<file path="src/uftrx_pkg.sv">
`default_nettype none
// ==================================================================
// shared constants for the serial frame core
package uftrx_pkg;
	// register offsets on the plain register port
	localparam logic [2:0] ADDR_CTRL_ONE = 3'h0;
	localparam logic [2:0] ADDR_CTRL_TWO = 3'h1;
	localparam logic [2:0] ADDR_STATUS = 3'h2;
	localparam logic [2:0] ADDR_DATA = 3'h3;
	localparam logic [2:0] ADDR_DIV_HIGH = 3'h4;
	localparam logic [2:0] ADDR_DIV_LOW = 3'h5;
	localparam logic [2:0] ADDR_RX_COUNT = 3'h6;
	// serial_control_one fields
	localparam int C1_UNIT_ON = 7;
	localparam int C1_WORD_LEN = 6;
	localparam int C1_PARITY_ON = 5;
	localparam int C1_PTYPE_LO = 3;
	localparam int C1_STOP_CNT = 2;
	localparam int C1_RX_NINTH = 1;
	localparam int C1_TX_NINTH = 0;
	// serial_control_two fields
	localparam int C2_TX_ON = 7;
	localparam int C2_RX_ON = 6;
	localparam int C2_BREAK = 5;
	localparam int C2_ADDR_ON = 4;
	localparam int C2_TE_IRQ = 3;
	localparam int C2_RX_IRQ = 2;
	localparam int C2_TRIG_LO = 0;
	// reset values
	localparam logic [7:0] CTRL_ONE_RST = 8'h00;
	localparam logic [7:0] CTRL_TWO_RST = 8'h00;
	localparam logic [15:0] DIV_RST = 16'h0000;
	// parity type codes
	localparam logic [1:0] PAR_EVEN = 2'h0;
	localparam logic [1:0] PAR_ODD = 2'h1;
	localparam logic [1:0] PAR_MARK = 2'h2;
	// oversampling and frame figures
	localparam logic [3:0] OS_LAST = 4'hF;
	localparam logic [3:0] OS_SAMPLE_A = 4'h7;
	localparam logic [3:0] OS_SAMPLE_B = 4'h8;
	localparam logic [3:0] OS_VOTE = 4'h9;
	localparam logic [3:0] BREAK_BITS = 4'hD;
	localparam logic [2:0] FIFO_FULL = 3'h4;
	typedef enum logic [2:0] {
		UFTRX_T_IDLE = 3'b000,
		UFTRX_T_START = 3'b001,
		UFTRX_T_DATA = 3'b010,
		UFTRX_T_STOP = 3'b011,
		UFTRX_T_BREAK = 3'b100
	} uftrx_tx_t;
	typedef enum logic [2:0] {
		UFTRX_R_IDLE = 3'b000,
		UFTRX_R_START = 3'b001,
		UFTRX_R_DATA = 3'b010,
		UFTRX_R_STOP = 3'b011,
		UFTRX_R_WAIT = 3'b100
	} uftrx_rx_t;
endpackage : uftrx_pkg
`default_nettype wire

</file>
<file path="src/uftrx_core.sv">
// Behaviour
// - send 8-bit words, or 9-bit with the top bit from transmit_ninth_bit
// - in 9-bit mode the received top bit goes to receive_ninth_bit
// - transmitter sends one or two stop bits; receiver checks one
// - parity, when on, occupies the word's top bit; odd/even/mark/space
// - with address detection on, the word's top bit marks an address
// - frames go out and come in least significant bit first
// - shift register reloads only after the stop bits are fully sent
// - sending starts only with transmitter on and data loaded
// - clearing transmitter_on mid-frame stop_count_select and resets the transmitter
// - write while idle starts the frame and sets empty flag at once
// - empty flag shows room; data writes blocked while it is low
// - status read then data write clears empty and idle flags
// - transmitter idle flag sets when a frame or break completes
// - break request held over divisor+1 clocks while idle sends a break
// - breaks repeat while requested, then stop bits; no transmit irq
// - receive recovery runs at sixteen ticks per bit
// - each received bit is a majority of three samples
// - after the stop sample the word moves into the buffer if room
// - buffer holds four bytes; a fifth without room sets overrun
// - receive flag sets when buffered bytes reach trigger level; irq with it
// - status read then data read clears the receive flag once below trigger level
// - a break is received as zeros with framing error, then waits high
// - receiver idle is low from start detect until the stop sample
// - trigger codes 00,01,10,11 mean 4,1,2,3 bytes
// - receive count tracks buffered bytes, saturates at 4
// - transmit pin rests high when nothing is sent
`default_nettype none
module uftrx_core (
	input wire logic sys_clk,
	input wire logic rst,
	input wire logic [2:0] reg_addr,
	input wire logic [7:0] reg_wdata,
	input wire logic reg_write,
	input wire logic reg_read,
	output logic [7:0] reg_rdata,
	input wire logic rx_pin,
	output logic tx_pin,
	output logic irq_request
);
	import uftrx_pkg::*;

	// ==================================================================
	// word shaping shared by transmit build and receive check
	// parity replaces the top bit and covers the bits below it
	function automatic logic [8:0] uftrx_word(input logic [8:0] w,
			input logic nine, input logic pon, input logic [1:0] pt);
		logic [8:0] m;
		logic p;
		logic [8:0] r;
		m = nine ? {1'b0, w[7:0]} : {2'b00, w[6:0]};
		r = nine ? w : {1'b0, w[7:0]};
		if (pt == PAR_EVEN)
			p = ^m;
		else if (pt == PAR_ODD)
			p = ~^m;
		else
			p = (pt == PAR_MARK);
		if (pon && nine)
			r[8] = p;
		else if (pon)
			r[7] = p;
		return r;
	endfunction : uftrx_word

	// ==================================================================
	// registers
	logic [7:0] ctrl_one;
	logic [7:0] ctrl_two;
	logic [15:0] baud_divisor;
	logic status_seen;
	logic transmit_empty_flag;
	logic transmitter_idle_flag;
	logic receive_available_flag;
	logic overrun_flag;
	logic framing_error_flag;
	logic noise_flag;
	logic parity_error_flag;
	logic receiver_idle_flag;
	logic address_seen;

	wire unit_on = ctrl_one[C1_UNIT_ON];
	wire word_length_select = ctrl_one[C1_WORD_LEN];
	wire parity_on = ctrl_one[C1_PARITY_ON];
	wire [1:0] parity_type_select = ctrl_one[C1_PTYPE_LO +: 2];
	wire stop_count_select = ctrl_one[C1_STOP_CNT];
	wire transmit_ninth_bit = ctrl_one[C1_TX_NINTH];
	wire transmitter_on = ctrl_two[C2_TX_ON];
	wire receiver_on = ctrl_two[C2_RX_ON];
	wire break_request = ctrl_two[C2_BREAK];
	wire addr_detect_on = ctrl_two[C2_ADDR_ON];
	wire [1:0] receive_trigger_level = ctrl_two[C2_TRIG_LO +: 2];
	// clearing the unit holds status, buffer and count in their reset form
	wire clr = rst | ~unit_on;

	// ==================================================================
	// access decode
	wire wr_c1 = reg_write && reg_addr == ADDR_CTRL_ONE;
	wire wr_c2 = reg_write && reg_addr == ADDR_CTRL_TWO;
	wire wr_dh = reg_write && reg_addr == ADDR_DIV_HIGH;
	wire wr_dl = reg_write && reg_addr == ADDR_DIV_LOW;
	wire wr_data = reg_write && reg_addr == ADDR_DATA;
	wire rd_data = reg_read && reg_addr == ADDR_DATA;
	wire rd_stat = reg_read && reg_addr == ADDR_STATUS;
	wire data_ok = wr_data && transmit_empty_flag;
	wire seq_wr = wr_data && status_seen;
	wire seq_rd = rd_data && status_seen;
	wire unit_rise = wr_c1 && reg_wdata[C1_UNIT_ON] && !unit_on;

	// control registers; unit off forces the enables and break low
	always_ff @(posedge sys_clk) begin
		if (rst) begin
			ctrl_one <= CTRL_ONE_RST;
			ctrl_two <= CTRL_TWO_RST;
			baud_divisor <= DIV_RST;
		end else begin
			if (wr_c1)
				ctrl_one <= reg_wdata;
			if (wr_c2)
				ctrl_two <= reg_wdata;
			else if (!unit_on)
				ctrl_two[C2_BREAK +: 3] <= 3'b000;
			if (wr_dh)
				baud_divisor[15:8] <= reg_wdata;
			if (wr_dl)
				baud_divisor[7:0] <= reg_wdata;
		end
	end

	// status access arms the clearing sequence; any data access ends it
	always_ff @(posedge sys_clk) begin
		if (rst)
			status_seen <= 1'b0;
		else if (rd_stat)
			status_seen <= 1'b1;
		else if (wr_data || rd_data)
			status_seen <= 1'b0;
	end

	// ==================================================================
	// oversample tick: one per divisor+1 clocks, sixteen per bit
	logic [15:0] os_cnt;
	wire os_tick = os_cnt == baud_divisor;
	always_ff @(posedge sys_clk) begin
		if (rst || os_tick)
			os_cnt <= 16'h0000;
		else
			os_cnt <= os_cnt + 16'h0001;
	end

	// ==================================================================
	// transmitter
	uftrx_tx_t tx_state;
	logic [3:0] tx_os;
	logic [3:0] tx_idx;
	logic [8:0] tx_shift;
	logic [8:0] tx_hold;
	logic hold_valid;
	logic [15:0] brk_cnt;
	logic brk_armed;

	wire tx_bit_end = os_tick && tx_os == OS_LAST;
	wire [3:0] tx_nbits = word_length_select ? 4'h9 : 4'h8;
	wire [3:0] tx_nstop = stop_count_select ? 4'h2 : 4'h1;
	wire tx_busy = tx_state != UFTRX_T_IDLE;
	wire [8:0] wr_word = uftrx_word({transmit_ninth_bit, reg_wdata},
		word_length_select, parity_on, parity_type_select);
	// a write straight into an idle enabled transmitter starts at once
	wire tx_direct = data_ok && !tx_busy && transmitter_on
		&& !hold_valid && !brk_armed;
	wire tx_from_hold = !tx_busy && transmitter_on && hold_valid
		&& !brk_armed;
	wire tx_brk_go = !tx_busy && transmitter_on && brk_armed;
	wire frame_done = tx_state == UFTRX_T_STOP && tx_bit_end
		&& tx_idx == tx_nstop - 4'h1;
	// dropping the enable mid-frame puts the flags back to reset form
	wire tx_abort = wr_c2 && !reg_wdata[C2_TX_ON] && tx_busy;

	// break request must outlast divisor+1 clocks with the line idle
	always_ff @(posedge sys_clk) begin
		if (clr || !break_request) begin
			brk_cnt <= 16'h0000;
			brk_armed <= 1'b0;
		end else if (transmitter_idle_flag && !brk_armed) begin
			brk_cnt <= brk_cnt + 16'h0001;
			brk_armed <= brk_cnt > baud_divisor;
		end
	end

	// frame sequencer; dropping the enable aborts any frame at once
	always_ff @(posedge sys_clk) begin
		if (clr || !transmitter_on) begin
			tx_state <= UFTRX_T_IDLE;
			tx_os <= 4'h0;
			tx_idx <= 4'h0;
			tx_shift <= 9'h000;
			tx_pin <= 1'b1;
		end else begin
			if (os_tick)
				tx_os <= tx_os + 4'h1;
			case (tx_state)
				UFTRX_T_IDLE: begin
					tx_pin <= 1'b1;
					tx_os <= 4'h0;
					tx_idx <= 4'h0;
					if (tx_brk_go) begin
						tx_state <= UFTRX_T_BREAK;
						tx_pin <= 1'b0;
					end else if (tx_direct || tx_from_hold) begin
						tx_shift <= tx_direct ? wr_word : tx_hold;
						tx_state <= UFTRX_T_START;
						tx_pin <= 1'b0;
					end
				end
				UFTRX_T_START: begin
					if (tx_bit_end) begin
						tx_state <= UFTRX_T_DATA;
						tx_pin <= tx_shift[0];
						tx_shift <= {1'b0, tx_shift[8:1]};
					end
				end
				UFTRX_T_DATA: begin
					if (tx_bit_end && tx_idx == tx_nbits - 4'h1) begin
						tx_state <= UFTRX_T_STOP;
						tx_idx <= 4'h0;
						tx_pin <= 1'b1;
					end else if (tx_bit_end) begin
						tx_idx <= tx_idx + 4'h1;
						tx_pin <= tx_shift[0];
						tx_shift <= {1'b0, tx_shift[8:1]};
					end
				end
				UFTRX_T_STOP: begin
					if (frame_done)
						tx_state <= UFTRX_T_IDLE;
					else if (tx_bit_end)
						tx_idx <= tx_idx + 4'h1;
				end
				UFTRX_T_BREAK: begin
					// start bit plus thirteen zeros, repeated while held
					if (tx_bit_end && tx_idx == BREAK_BITS) begin
						tx_idx <= 4'h1;
						if (!break_request) begin
							tx_state <= UFTRX_T_STOP;
							tx_idx <= 4'h0;
							tx_pin <= 1'b1;
						end
					end else if (tx_bit_end)
						tx_idx <= tx_idx + 4'h1;
				end
				default: tx_state <= UFTRX_T_IDLE;
			endcase
		end
	end

	// holding register and the two transmit flags
	always_ff @(posedge sys_clk) begin
		if (clr) begin
			tx_hold <= 9'h000;
			hold_valid <= 1'b0;
			transmit_empty_flag <= 1'b1;
			transmitter_idle_flag <= 1'b1;
		end else begin
			if (data_ok && !tx_direct) begin
				tx_hold <= wr_word;
				hold_valid <= 1'b1;
			end else if (tx_from_hold || tx_abort)
				hold_valid <= 1'b0;
			// set beats the software clear when both land together
			if (tx_direct || tx_from_hold || tx_abort)
				transmit_empty_flag <= 1'b1;
			else if (seq_wr)
				transmit_empty_flag <= 1'b0;
			if (frame_done || tx_abort)
				transmitter_idle_flag <= 1'b1;
			else if (seq_wr)
				transmitter_idle_flag <= 1'b0;
		end
	end

	// ==================================================================
	// receiver: pin synchroniser, then sixteen-tick recovery
	logic rx_meta;
	logic rx_sync;
	always_ff @(posedge sys_clk) begin
		if (rst) begin
			rx_meta <= 1'b1;
			rx_sync <= 1'b1;
		end else begin
			rx_meta <= rx_pin;
			rx_sync <= rx_meta;
		end
	end

	uftrx_rx_t rx_state;
	logic [3:0] rx_os;
	logic [3:0] rx_idx;
	logic [8:0] rx_shift;
	logic samp_a;
	logic samp_b;
	logic rx_noise;

	// three samples around mid-bit; two of three decide the level
	wire rx_vote_t = os_tick && rx_os == OS_VOTE;
	wire rx_bit = (samp_a & samp_b) | (samp_a & rx_sync)
		| (samp_b & rx_sync);
	wire rx_disagree = !(samp_a == samp_b && samp_b == rx_sync);
	wire rx_stop_t = rx_state == UFTRX_R_STOP && rx_vote_t;
	wire [8:0] rx_word = word_length_select ? rx_shift
		: {1'b0, rx_shift[8:1]};
	wire rx_parity_error_flag = parity_on && uftrx_word(rx_word, word_length_select,
		parity_on, parity_type_select) != rx_word;
	wire rx_addr = addr_detect_on && (word_length_select ? rx_word[8]
		: rx_word[7]);

	always_ff @(posedge sys_clk) begin
		if (clr || !receiver_on) begin
			rx_state <= UFTRX_R_IDLE;
			rx_os <= 4'h0;
			rx_idx <= 4'h0;
			rx_shift <= 9'h000;
			samp_a <= 1'b1;
			samp_b <= 1'b1;
			rx_noise <= 1'b0;
		end else begin
			if (os_tick)
				rx_os <= rx_os + 4'h1;
			if (os_tick && rx_os == OS_SAMPLE_A)
				samp_a <= rx_sync;
			if (os_tick && rx_os == OS_SAMPLE_B)
				samp_b <= rx_sync;
			if (rx_vote_t && rx_disagree)
				rx_noise <= 1'b1;
			case (rx_state)
				UFTRX_R_IDLE: begin
					rx_os <= 4'h0;
					rx_idx <= 4'h0;
					rx_noise <= 1'b0;
					if (!rx_sync)
						rx_state <= UFTRX_R_START;
				end
				UFTRX_R_START: begin
					if (rx_vote_t && rx_bit)
						rx_state <= UFTRX_R_IDLE; // false start
					else if (os_tick && rx_os == OS_LAST)
						rx_state <= UFTRX_R_DATA;
				end
				UFTRX_R_DATA: begin
					if (rx_vote_t)
						rx_shift <= {rx_bit, rx_shift[8:1]};
					if (os_tick && rx_os == OS_LAST) begin
						rx_idx <= rx_idx + 4'h1;
						if (rx_idx == tx_nbits - 4'h1)
							rx_state <= UFTRX_R_STOP;
					end
				end
				UFTRX_R_STOP: begin
					// only one stop bit is checked whatever is selected
					if (rx_vote_t)
						rx_state <= rx_bit ? UFTRX_R_IDLE
							: UFTRX_R_WAIT;
				end
				UFTRX_R_WAIT: begin
					if (rx_sync)
						rx_state <= UFTRX_R_IDLE;
				end
				default: rx_state <= UFTRX_R_IDLE;
			endcase
		end
	end

	// ==================================================================
	// receive buffer, four words of nine bits
	logic [8:0] rx_fifo [0:3];
	logic [1:0] wr_ptr;
	logic [1:0] rd_ptr;
	logic [2:0] receive_byte_count;

	wire fifo_room = receive_byte_count < FIFO_FULL;
	wire push = rx_stop_t && fifo_room;
	wire lost = rx_stop_t && !fifo_room;
	wire pop = rd_data && receive_byte_count != 3'h0;
	wire [2:0] next_count = receive_byte_count + {2'b00, push}
		- {2'b00, pop};
	wire [2:0] trig = receive_trigger_level == 2'h0 ? FIFO_FULL
		: {1'b0, receive_trigger_level};
	wire reach = next_count >= trig;
	// an empty buffer reads zero rather than an unwritten slot
	wire [8:0] head = receive_byte_count != 3'h0 ? rx_fifo[rd_ptr]
		: 9'h000;

	always_ff @(posedge sys_clk) begin
		if (push)
			rx_fifo[wr_ptr] <= rx_word;
	end

	always_ff @(posedge sys_clk) begin
		if (clr || unit_rise) begin
			wr_ptr <= 2'h0;
			rd_ptr <= 2'h0;
			receive_byte_count <= 3'h0;
		end else begin
			if (push)
				wr_ptr <= wr_ptr + 2'h1;
			if (pop)
				rd_ptr <= rd_ptr + 2'h1;
			receive_byte_count <= next_count;
		end
	end

	// receive flags; a new event wins over the clearing read
	always_ff @(posedge sys_clk) begin
		if (clr) begin
			receive_available_flag <= 1'b0;
			overrun_flag <= 1'b0;
			framing_error_flag <= 1'b0;
			noise_flag <= 1'b0;
			parity_error_flag <= 1'b0;
			receiver_idle_flag <= 1'b1;
			address_seen <= 1'b0;
		end else begin
			if (push && reach)
				receive_available_flag <= 1'b1;
			else if (seq_rd && !reach)
				receive_available_flag <= 1'b0;
			if (lost)
				overrun_flag <= 1'b1;
			else if (seq_rd)
				overrun_flag <= 1'b0;
			if (push && !rx_bit)
				framing_error_flag <= 1'b1;
			else if (seq_rd)
				framing_error_flag <= 1'b0;
			if (push && (rx_noise || rx_disagree))
				noise_flag <= 1'b1;
			else if (seq_rd)
				noise_flag <= 1'b0;
			if (push && rx_parity_error_flag)
				parity_error_flag <= 1'b1;
			else if (seq_rd)
				parity_error_flag <= 1'b0;
			if (push)
				address_seen <= rx_addr;
			if (rx_state == UFTRX_R_IDLE && !rx_sync && receiver_on)
				receiver_idle_flag <= 1'b0;
			else if (rx_stop_t || !receiver_on)
				receiver_idle_flag <= 1'b1;
		end
	end

	// ==================================================================
	// read data, one cycle after the read strobe; else zero
	wire [7:0] status_word = {parity_error_flag, noise_flag,
		framing_error_flag, overrun_flag, receiver_idle_flag,
		receive_available_flag, transmitter_idle_flag,
		transmit_empty_flag};
	wire [7:0] c1_word = {ctrl_one[7:2], head[8], ctrl_one[0]};
	wire [7:0] rd_mux = reg_addr == ADDR_CTRL_ONE ? c1_word
		: reg_addr == ADDR_CTRL_TWO ? ctrl_two
		: reg_addr == ADDR_STATUS ? status_word
		: reg_addr == ADDR_DATA ? head[7:0]
		: reg_addr == ADDR_DIV_HIGH ? baud_divisor[15:8]
		: reg_addr == ADDR_DIV_LOW ? baud_divisor[7:0]
		: reg_addr == ADDR_RX_COUNT ? {address_seen, 4'h0,
			receive_byte_count}
		: 8'h00;
	// break frames hold back the transmit-empty request
	wire next_irq = (transmit_empty_flag && ctrl_two[C2_TE_IRQ]
		&& tx_state != UFTRX_T_BREAK)
		|| ((receive_available_flag || overrun_flag)
		&& ctrl_two[C2_RX_IRQ]);

	always_ff @(posedge sys_clk) begin
		if (rst) begin
			reg_rdata <= 8'h00;
			irq_request <= 1'b0;
		end else begin
			reg_rdata <= reg_read ? rd_mux : 8'h00;
			irq_request <= next_irq;
		end
	end
endmodule : uftrx_core
`default_nettype wire

</file>
<file path="config.mk">
export PLATFORM = sky130hd
export DESIGN_NAME = uftrx_core
export DESIGN_NICKNAME = d
export VERILOG_FILES = /design/src/uftrx_pkg.sv /design/src/uftrx_core.sv
export SDC_FILE = /design/constraint.sdc
export NUM_CORES = 1
export LEC_CHECK = 0
export ABC_CLOCK_PERIOD_IN_PS = 4050
export BUFFER_PORTS_ARGS = -buffer_cell sky130_fd_sc_hd__buf_4
export CORE_UTILIZATION = 30
export DETAILED_ROUTE_END_ITERATION = 12
export HOLD_SLACK_MARGIN = 0.05
export PLACE_DENSITY = 0.44
export SLEW_MARGIN = 10
export SYNTH_ARGS = -nofsm -noshare
export SYNTH_HDL_FRONTEND = slang
export SYNTH_SLANG_ARGS = --single-unit
</file>
<file path="constraint.sdc">
create_clock -name sys_clk -period 4.05 [get_ports sys_clk]
set_input_delay 0.2025 -clock sys_clk [delete_from_list [all_inputs] [get_ports sys_clk]]
set_output_delay 0.2025 -clock sys_clk [all_outputs]
set_load 0.01 [all_outputs]
</file>
==> impl_results.md, run 1 <==
* RSZ-0062 raised after global routing: false
* Post-route design area at 10270 µm²
* Worst R2R Start: os_cnt[6]
* Drt initial violations at 425
* Setup ws final at 0.2991 ns
* Number of synthesis warnings at 0
* Fin Hold WS at 0.06878 ns
* Dpl cell area at 9699 µm²
* Synth area leader: dfxtp_1
* Reg clk slew, reported paths at 0.08 ns
* Yosys reg bits at 184
* DRC viols at 0
* Crit Path Class: reg2reg
* Worst Path Required at 4.38 ns
* Area share of the largest cell type after synthesis at 32.49%
* Largest net degree at the start of global routing at 40
* Total negative slack at 0 ns
* Commonest non-fill, non-tap cells in the layout: nand2_1, dfxtp_1, nor2_1, a21oi_1, inv_1
* GPL Wtd Cong at 0.7950
* Hold Path Sink: ctrl_one[5]
* Met3 WL at 738 µm
* Final clock skew at 0.01280 ns
* Period utilization at 92.62%
* PD cells at 366.4 nW/µm²
* Seq/Total Area, Yosys at 44.34%
* Post-Place Setup Slack at 0.2484 ns
* Tot GR Track Use at 16.17%
* Max layer used: met4
* WL final at 24310 µm
* # setup viols final at 0
* Share of cells above drive strength 1 at 10.31%
* WL met1 at 12210 µm
* Slew margin rel. at 24.72%
* Max cap viols at 0
* N_diodes at 0
* Initial core utilization at 30.61%
* Area of the multi-input gates at 4733 µm²
* Root Driver: clkbuf_16
* TritonCTS Buffers at 17
* DR pass1 iterations at 4
* Final Net Count at 1078
* Io pins at 26
* Startpoint Class: register
* RR Endpoint: receive_available_flag
* Grt ovf at 0
* Post-DP HPWL at 17520 µm
* Final min period at 3.751 ns
* R2R setup slack at 0.30 ns
* Outcome: finished, final reports clean
* Worst skew pair latency at 0.45 ns
* Leakage at 3.523 nW
* Maximum VDD drop at 297.1 µV
* Worst-Margin Slew at 1.129 ns
* Final Max Slew Viols at 0
* Mean Syn Cell Area at 8.976 µm²
* Crit end category: register
* H-tree Lvls at 4
* Post-Layout Cell Count at 1428
* Initial antenna violation count at 0
* Syn Inst Count at 1016
* Hold Path Depth at 3
* Clock Sinks at 184
* Final Hold Fails at 0
* Commonest non-fill, non-tap cell in the layout: nand2_1
* Core area at 29800 µm²
* Critical Path Start: os_cnt[6]
* Crit path arrival time at 4.08 ns
* WL met2 at 11000 µm
* Placed instance count at 1395
* Register area at 4044 µm²
* Vias in the first global route at 6675
* Filler cells at 3114
* First-pass GRT wire length at 38190 µm
* Top post-synthesis cells by area: dfxtp_1, edfxtp_1, nand2_1, a21oi_1, ha_1
* Die Width at 176.4 µm
* Synthesized cell area at 9120 µm²
* CTS tree: yes
* Via density per instance at 4.882
* Die ar. at 31100 µm²
* Final ANT Viol Nets at 0
* Fmax at 266.6 MHz
* Async set-reset flop share out of synthesis at 0%
* Startpoint of the worst hold path: reg_wdata[5]
* Routed via count at 6971
* Routed length per instance at 17.02 µm
* Post-synth EDFFs at 36
* FP Rows at 63
* Max FO, Critical Path at 5
* Ys flop type: dfxtp_1
* Chip height at 176.4 µm
* Clock Tree Buf Depth at 2
* Final Power at 3.762 mW
* P&R area growth vs syn at 12.61%
* Worst R2R Path Depth at 17
* Post-synth cell types at 68
* Post-Route Utilization at 34.47%
* Hold Crit Class: in2reg
* IO Port Bufs at 25
* Post-Syn Nets at 1069
==> kinds of logic (layout without fill, tap and decap cells) <==
logic type / after synthesis / after routing / synth area share [%]
AOI/OAI and AO/OA: 202 / 202 / 13.60
xor gates and xnor gates: 70 / 70 / 7.175
adders and majority gates: 37 / 37 / 5.158
buffers and inverters: 90 / 112 / 3.814
DFF: 184 / 184 / 44.34
muxes: 44 / 44 / 6.160
and+or+nand+nor: 389 / 389 / 19.76
==> layout make-up <==
class                   count  share of cell area [%]
well taps                 390                   4.751
inverters                  41                   1.499
clock inverters            15                   1.267
clock buffers              17                   4.142
repair buffers             39                   2.875
multi-input cells         742                   46.09
flip-flops and latches    184                   39.38
==> metal layers <==
| metal | up-vias | track usage [%] |
|---|---|---|
| li1 | 3553 | - |
| met1 | 3299 | 22.57 |
| met2 | 92 | 25.16 |
| met3 | 27 | 3.101 |
| met4 | 0 | 4.849 |
| met5 | - | 0 |
==> registers in the layout (all words and copies together) (netlist names), 4 cells and up, named ones only <==
signal / cells
rx_fifo: 36
baud_divisor: 16
brk_cnt: 16
os_cnt: 16
rx_shift: 9
tx_hold: 9
tx_shift: 9
ctrl_two: 8
reg_rdata: 8
ctrl_one: 7
rx_idx: 4
rx_os: 4
tx_idx: 4
tx_os: 4
==> how the worst max path moves through the flow <==
stage                             endpoint  cells after the start
floorplan           receive_available_flag                     18
global placement    receive_available_flag                     17
detailed placement  receive_available_flag                     17
CTS                 receive_available_flag                     17
global route        receive_available_flag                     17
finish              receive_available_flag                     17
==> synthesized netlist by cell type (6+ instances only) <==
library cell  count
nand3_1          31
nor2b_1           8
clkbuf_1         37
inv_1            40
mux2_2            7
nor2_1           92
o21a_1            8
nand2_1         157
a22oi_1           7
nand4_1          16
a21o_1            9
mux2i_1          28
edfxtp_1         36
and2_1           10
ha_1             36
nand2b_1         12
o21ai_0          33
a21oi_1          91
nor3_1           15
o22ai_1           6
mux4_2            9
or2_2             8
buf_1             6
xor2_1           30
nand3b_1          7
and3_1           14
xnor2_1          37
dfxtp_1         148
o31ai_1           6
==> worst max-delay path: stages (launching register included) <==
cell and delay (ns):
dfxtp_1 0.43, xnor2_1 0.15, nand4_1 0.19, nor4_4 0.46, nand3_1 0.20, nor3_2 0.22, inv_1 0.06, ha_1 0.28
inv_1 0.06, ha_1 0.13, inv_1 0.05, fa_1 0.49, inv_1 0.05, ha_1 0.28, a21o_1 0.17, a21o_1 0.18
o21ai_0 0.15, a21oi_1 0.08
==> report_power, final <==
part           switching (mW)  internal [mW]
Clock                   0.821          0.813
Sequential             0.0164           1.87
Combinational           0.157         0.0842
Total                   0.994           2.77
==> what timing repair did <==
item                                    CTS  global route
resized for setup                         0             1
endpoints found under the setup margin    0             1
hold endpoints to repair                  1             0
buffers inserted                          0             0
hold buffers                              1             0
(Power assumes the default switching activity.)
==> inputs of run 2 (changes only) <==
--- a/config.mk
+++ b/config.mk
@@ -11,7 +11,7 @@
 export DETAILED_ROUTE_END_ITERATION = 12
 export HOLD_SLACK_MARGIN = 0.05
 export PLACE_DENSITY = 0.44
-export SLEW_MARGIN = 10
+export SLEW_MARGIN = 20
 export SYNTH_ARGS = -nofsm -noshare
 export SYNTH_HDL_FRONTEND = slang
 export SYNTH_SLANG_ARGS = --single-unit
==> constraint.sdc (replaced) <==
create_clock -name sys_clk -period 4.05 [get_ports sys_clk]
set_input_delay 0.2025 -clock sys_clk [delete_from_list [all_inputs] [get_ports sys_clk]]
set_output_delay 0.2025 -clock sys_clk [all_outputs]
set_load 0.02 [all_outputs]
==> run 2 against run 1 <==
Against the previous run:
- design area hardly changed
- critical endpoint unchanged
- clock power hardly changed
- worst setup slack worse by 0.0034 ns
- power hardly changed
- largest power group unchanged
- global-route usage stayed put
- combinational power hardly changed
==> impl_results.md, run 2 (same netlist as run 1, synthesis figures left out) <==
* # setup viols final at 0
* Commonest non-fill, non-tap cells in the layout: nand2_1, dfxtp_1, nor2_1, a21oi_1, inv_1
* Fmax at 266.4 MHz
* Via density per instance at 4.873
* R2R setup slack at 0.30 ns
* Final Max Slew Viols at 0
* Max cap viols at 0
* Register area at 4044 µm²
* Routed length per instance at 17.00 µm
* Outcome: finished, final reports clean
* Chip height at 176.4 µm
* Filler cells at 3114
* Die Width at 176.4 µm
* Final min period at 3.754 ns
* Final ANT Viol Nets at 0
* RR Endpoint: receive_available_flag
* Postcts setup bufs at 0
* Initial antenna violation count at 0
* Period utilization at 92.70%
* PD cells at 366.2 nW/µm²
* Critical Path Start: os_cnt[6]
* Commonest non-fill, non-tap cell in the layout: nand2_1
* Startpoint Class: register
* Root Driver: clkbuf_16
* Worst Path Required at 4.38 ns
* N_diodes at 0
* Io pins at 26
* Final Net Count at 1078
* Crit end category: register
* Clock Tree Buf Depth at 2
* P&R area growth vs syn at 12.65%
* IO Port Bufs at 25
* GPL Wtd Cong at 0.7950
* TritonCTS Buffers at 17
* Area of the multi-input gates at 4737 µm²
* Worst-Margin Slew at 0.9617 ns
* Final clock skew at 0.01274 ns
* Crit Path Class: reg2reg
* WL final at 24280 µm
* DRC viols at 0
* Clock Sinks at 184
* Die ar. at 31100 µm²
* Share of cells above drive strength 1 at 10.40%
* RSZ-0062 raised after global routing: false
* Slew margin rel. at 35.75%
* Routed via count at 6958
* Fin Hold WS at 0.06725 ns
* Leakage at 3.523 nW
* Max FO, Critical Path at 5
* Max reg flops at 36
* Total negative slack at 0 ns
* Largest net degree at the start of global routing at 40
* Biggest register: rx_fifo
* Post-DP HPWL at 17520 µm
* DR pass1 iterations at 5
* Drt initial violations at 415
* Worst R2R Start: os_cnt[6]
* Grt ovf at 0
* Initial core utilization at 30.61%
* Maximum VDD drop at 296.9 µV
* H-tree Lvls at 4
* CTS tree: yes
* Vias in the first global route at 6675
* FP Rows at 63
* Worst setup endpoint: receive_available_flag
* Core area at 29800 µm²
* Worst R2R Path Depth at 17
* Reg clk slew, reported paths at 0.08 ns
* Tot GR Track Use at 16.17%
* Crit path arrival time at 4.08 ns
* Worst skew pair latency at 0.45 ns
* Final Hold Fails at 0
* First-pass GRT wire length at 38190 µm
* Hold Crit Class: in2reg
-- run 2: cell counts in the layout (fill, tap and decap cells not counted) --
No cell type changed its count.
-- run 2: power breakdown --
part	internal, mW	switching (mW)	total, mW
Clock	0.813	0.820	1.63
Sequential	1.87	0.0164	1.89
Combinational	0.0843	0.158	0.242
Total	2.77	0.994	3.76
-- run 2: final cells by class --
| type | count | area share, % |
|---|---|---|
| Clock buffer | 17 | 4.141 |
| Clock inverter | 15 | 1.267 |
| Inverter | 41 | 1.498 |
| Multi-Input combinational cell | 742 | 46.11 |
| Sequential cell | 184 | 39.36 |
| Tap cell | 390 | 4.750 |
| Timing Repair Buffer | 39 | 2.874 |
-- run 2: per-stage QoR --
stage / power, mW / setup slack (ns) / util [%] / instances / cell area, µm²
3_3_place_gp: 2.177 / 0.2988 / 32.55 / 1395 / 9699
3_5_place_dp: 2.174 / 0.2484 / 32.55 / 1395 / 9699
5_1_grt: 3.903 / 0.05776 / 34.48 / 1428 / 10270
6_report: 3.762 / 0.2957 / 34.48 / 1428 / 10270
2_1_floorplan: 2.092 / 0.4365 / - / 1016 / 9120
4_1_cts: 3.820 / 0.2035 / 34.45 / 1428 / 10260
-- run 2: worst min path at each step --
stage | startpoint | endpoint | slack, ns | cells past startpoint
global route | reg_wdata[6] | baud_divisor[14] | 0.07 | 3
global placement | rx_meta | rx_sync | 0.40 | 1
finish | reg_wdata[5] | ctrl_one[5] | 0.07 | 3
detailed placement | rx_pin | rx_meta | 0.40 | 2
CTS | reg_wdata[5] | ctrl_one[5] | 0.05 | 3
floorplan | rx_pin | rx_meta | 0.31 | 1
-- run 2: critical path, cell delays in order, from the launching register on --
cell and delay [ns]:
dfxtp_1 0.44, xnor2_1 0.15, nand4_1 0.19, nor4_4 0.46, nand3_1 0.20, nor3_2 0.22
inv_1 0.06, ha_1 0.28, inv_1 0.06, ha_1 0.13, inv_1 0.05, fa_1 0.49
inv_1 0.05, ha_1 0.28, a21o_1 0.17, a21o_1 0.18, o21ai_0 0.15, a21oi_1 0.08
-- run 2: routing by layer --
| metal | track usage [%] | vias up | routed length (µm) |
|---|---|---|---|
| met5 | 0 | - | 0 |
| met4 | 4.849 | 0 | 369 |
| met3 | 3.101 | 27 | 745 |
| met2 | 25.16 | 84 | 10960 |
| met1 | 22.57 | 3294 | 12200 |
| li1 | - | 3553 | - |
-- run 2: what timing repair did --
action	CTS	global route
hold buffers	1	0
gates resized for setup	0	1
hold endpoints to repair	1	0
setup endpoints to repair	0	1
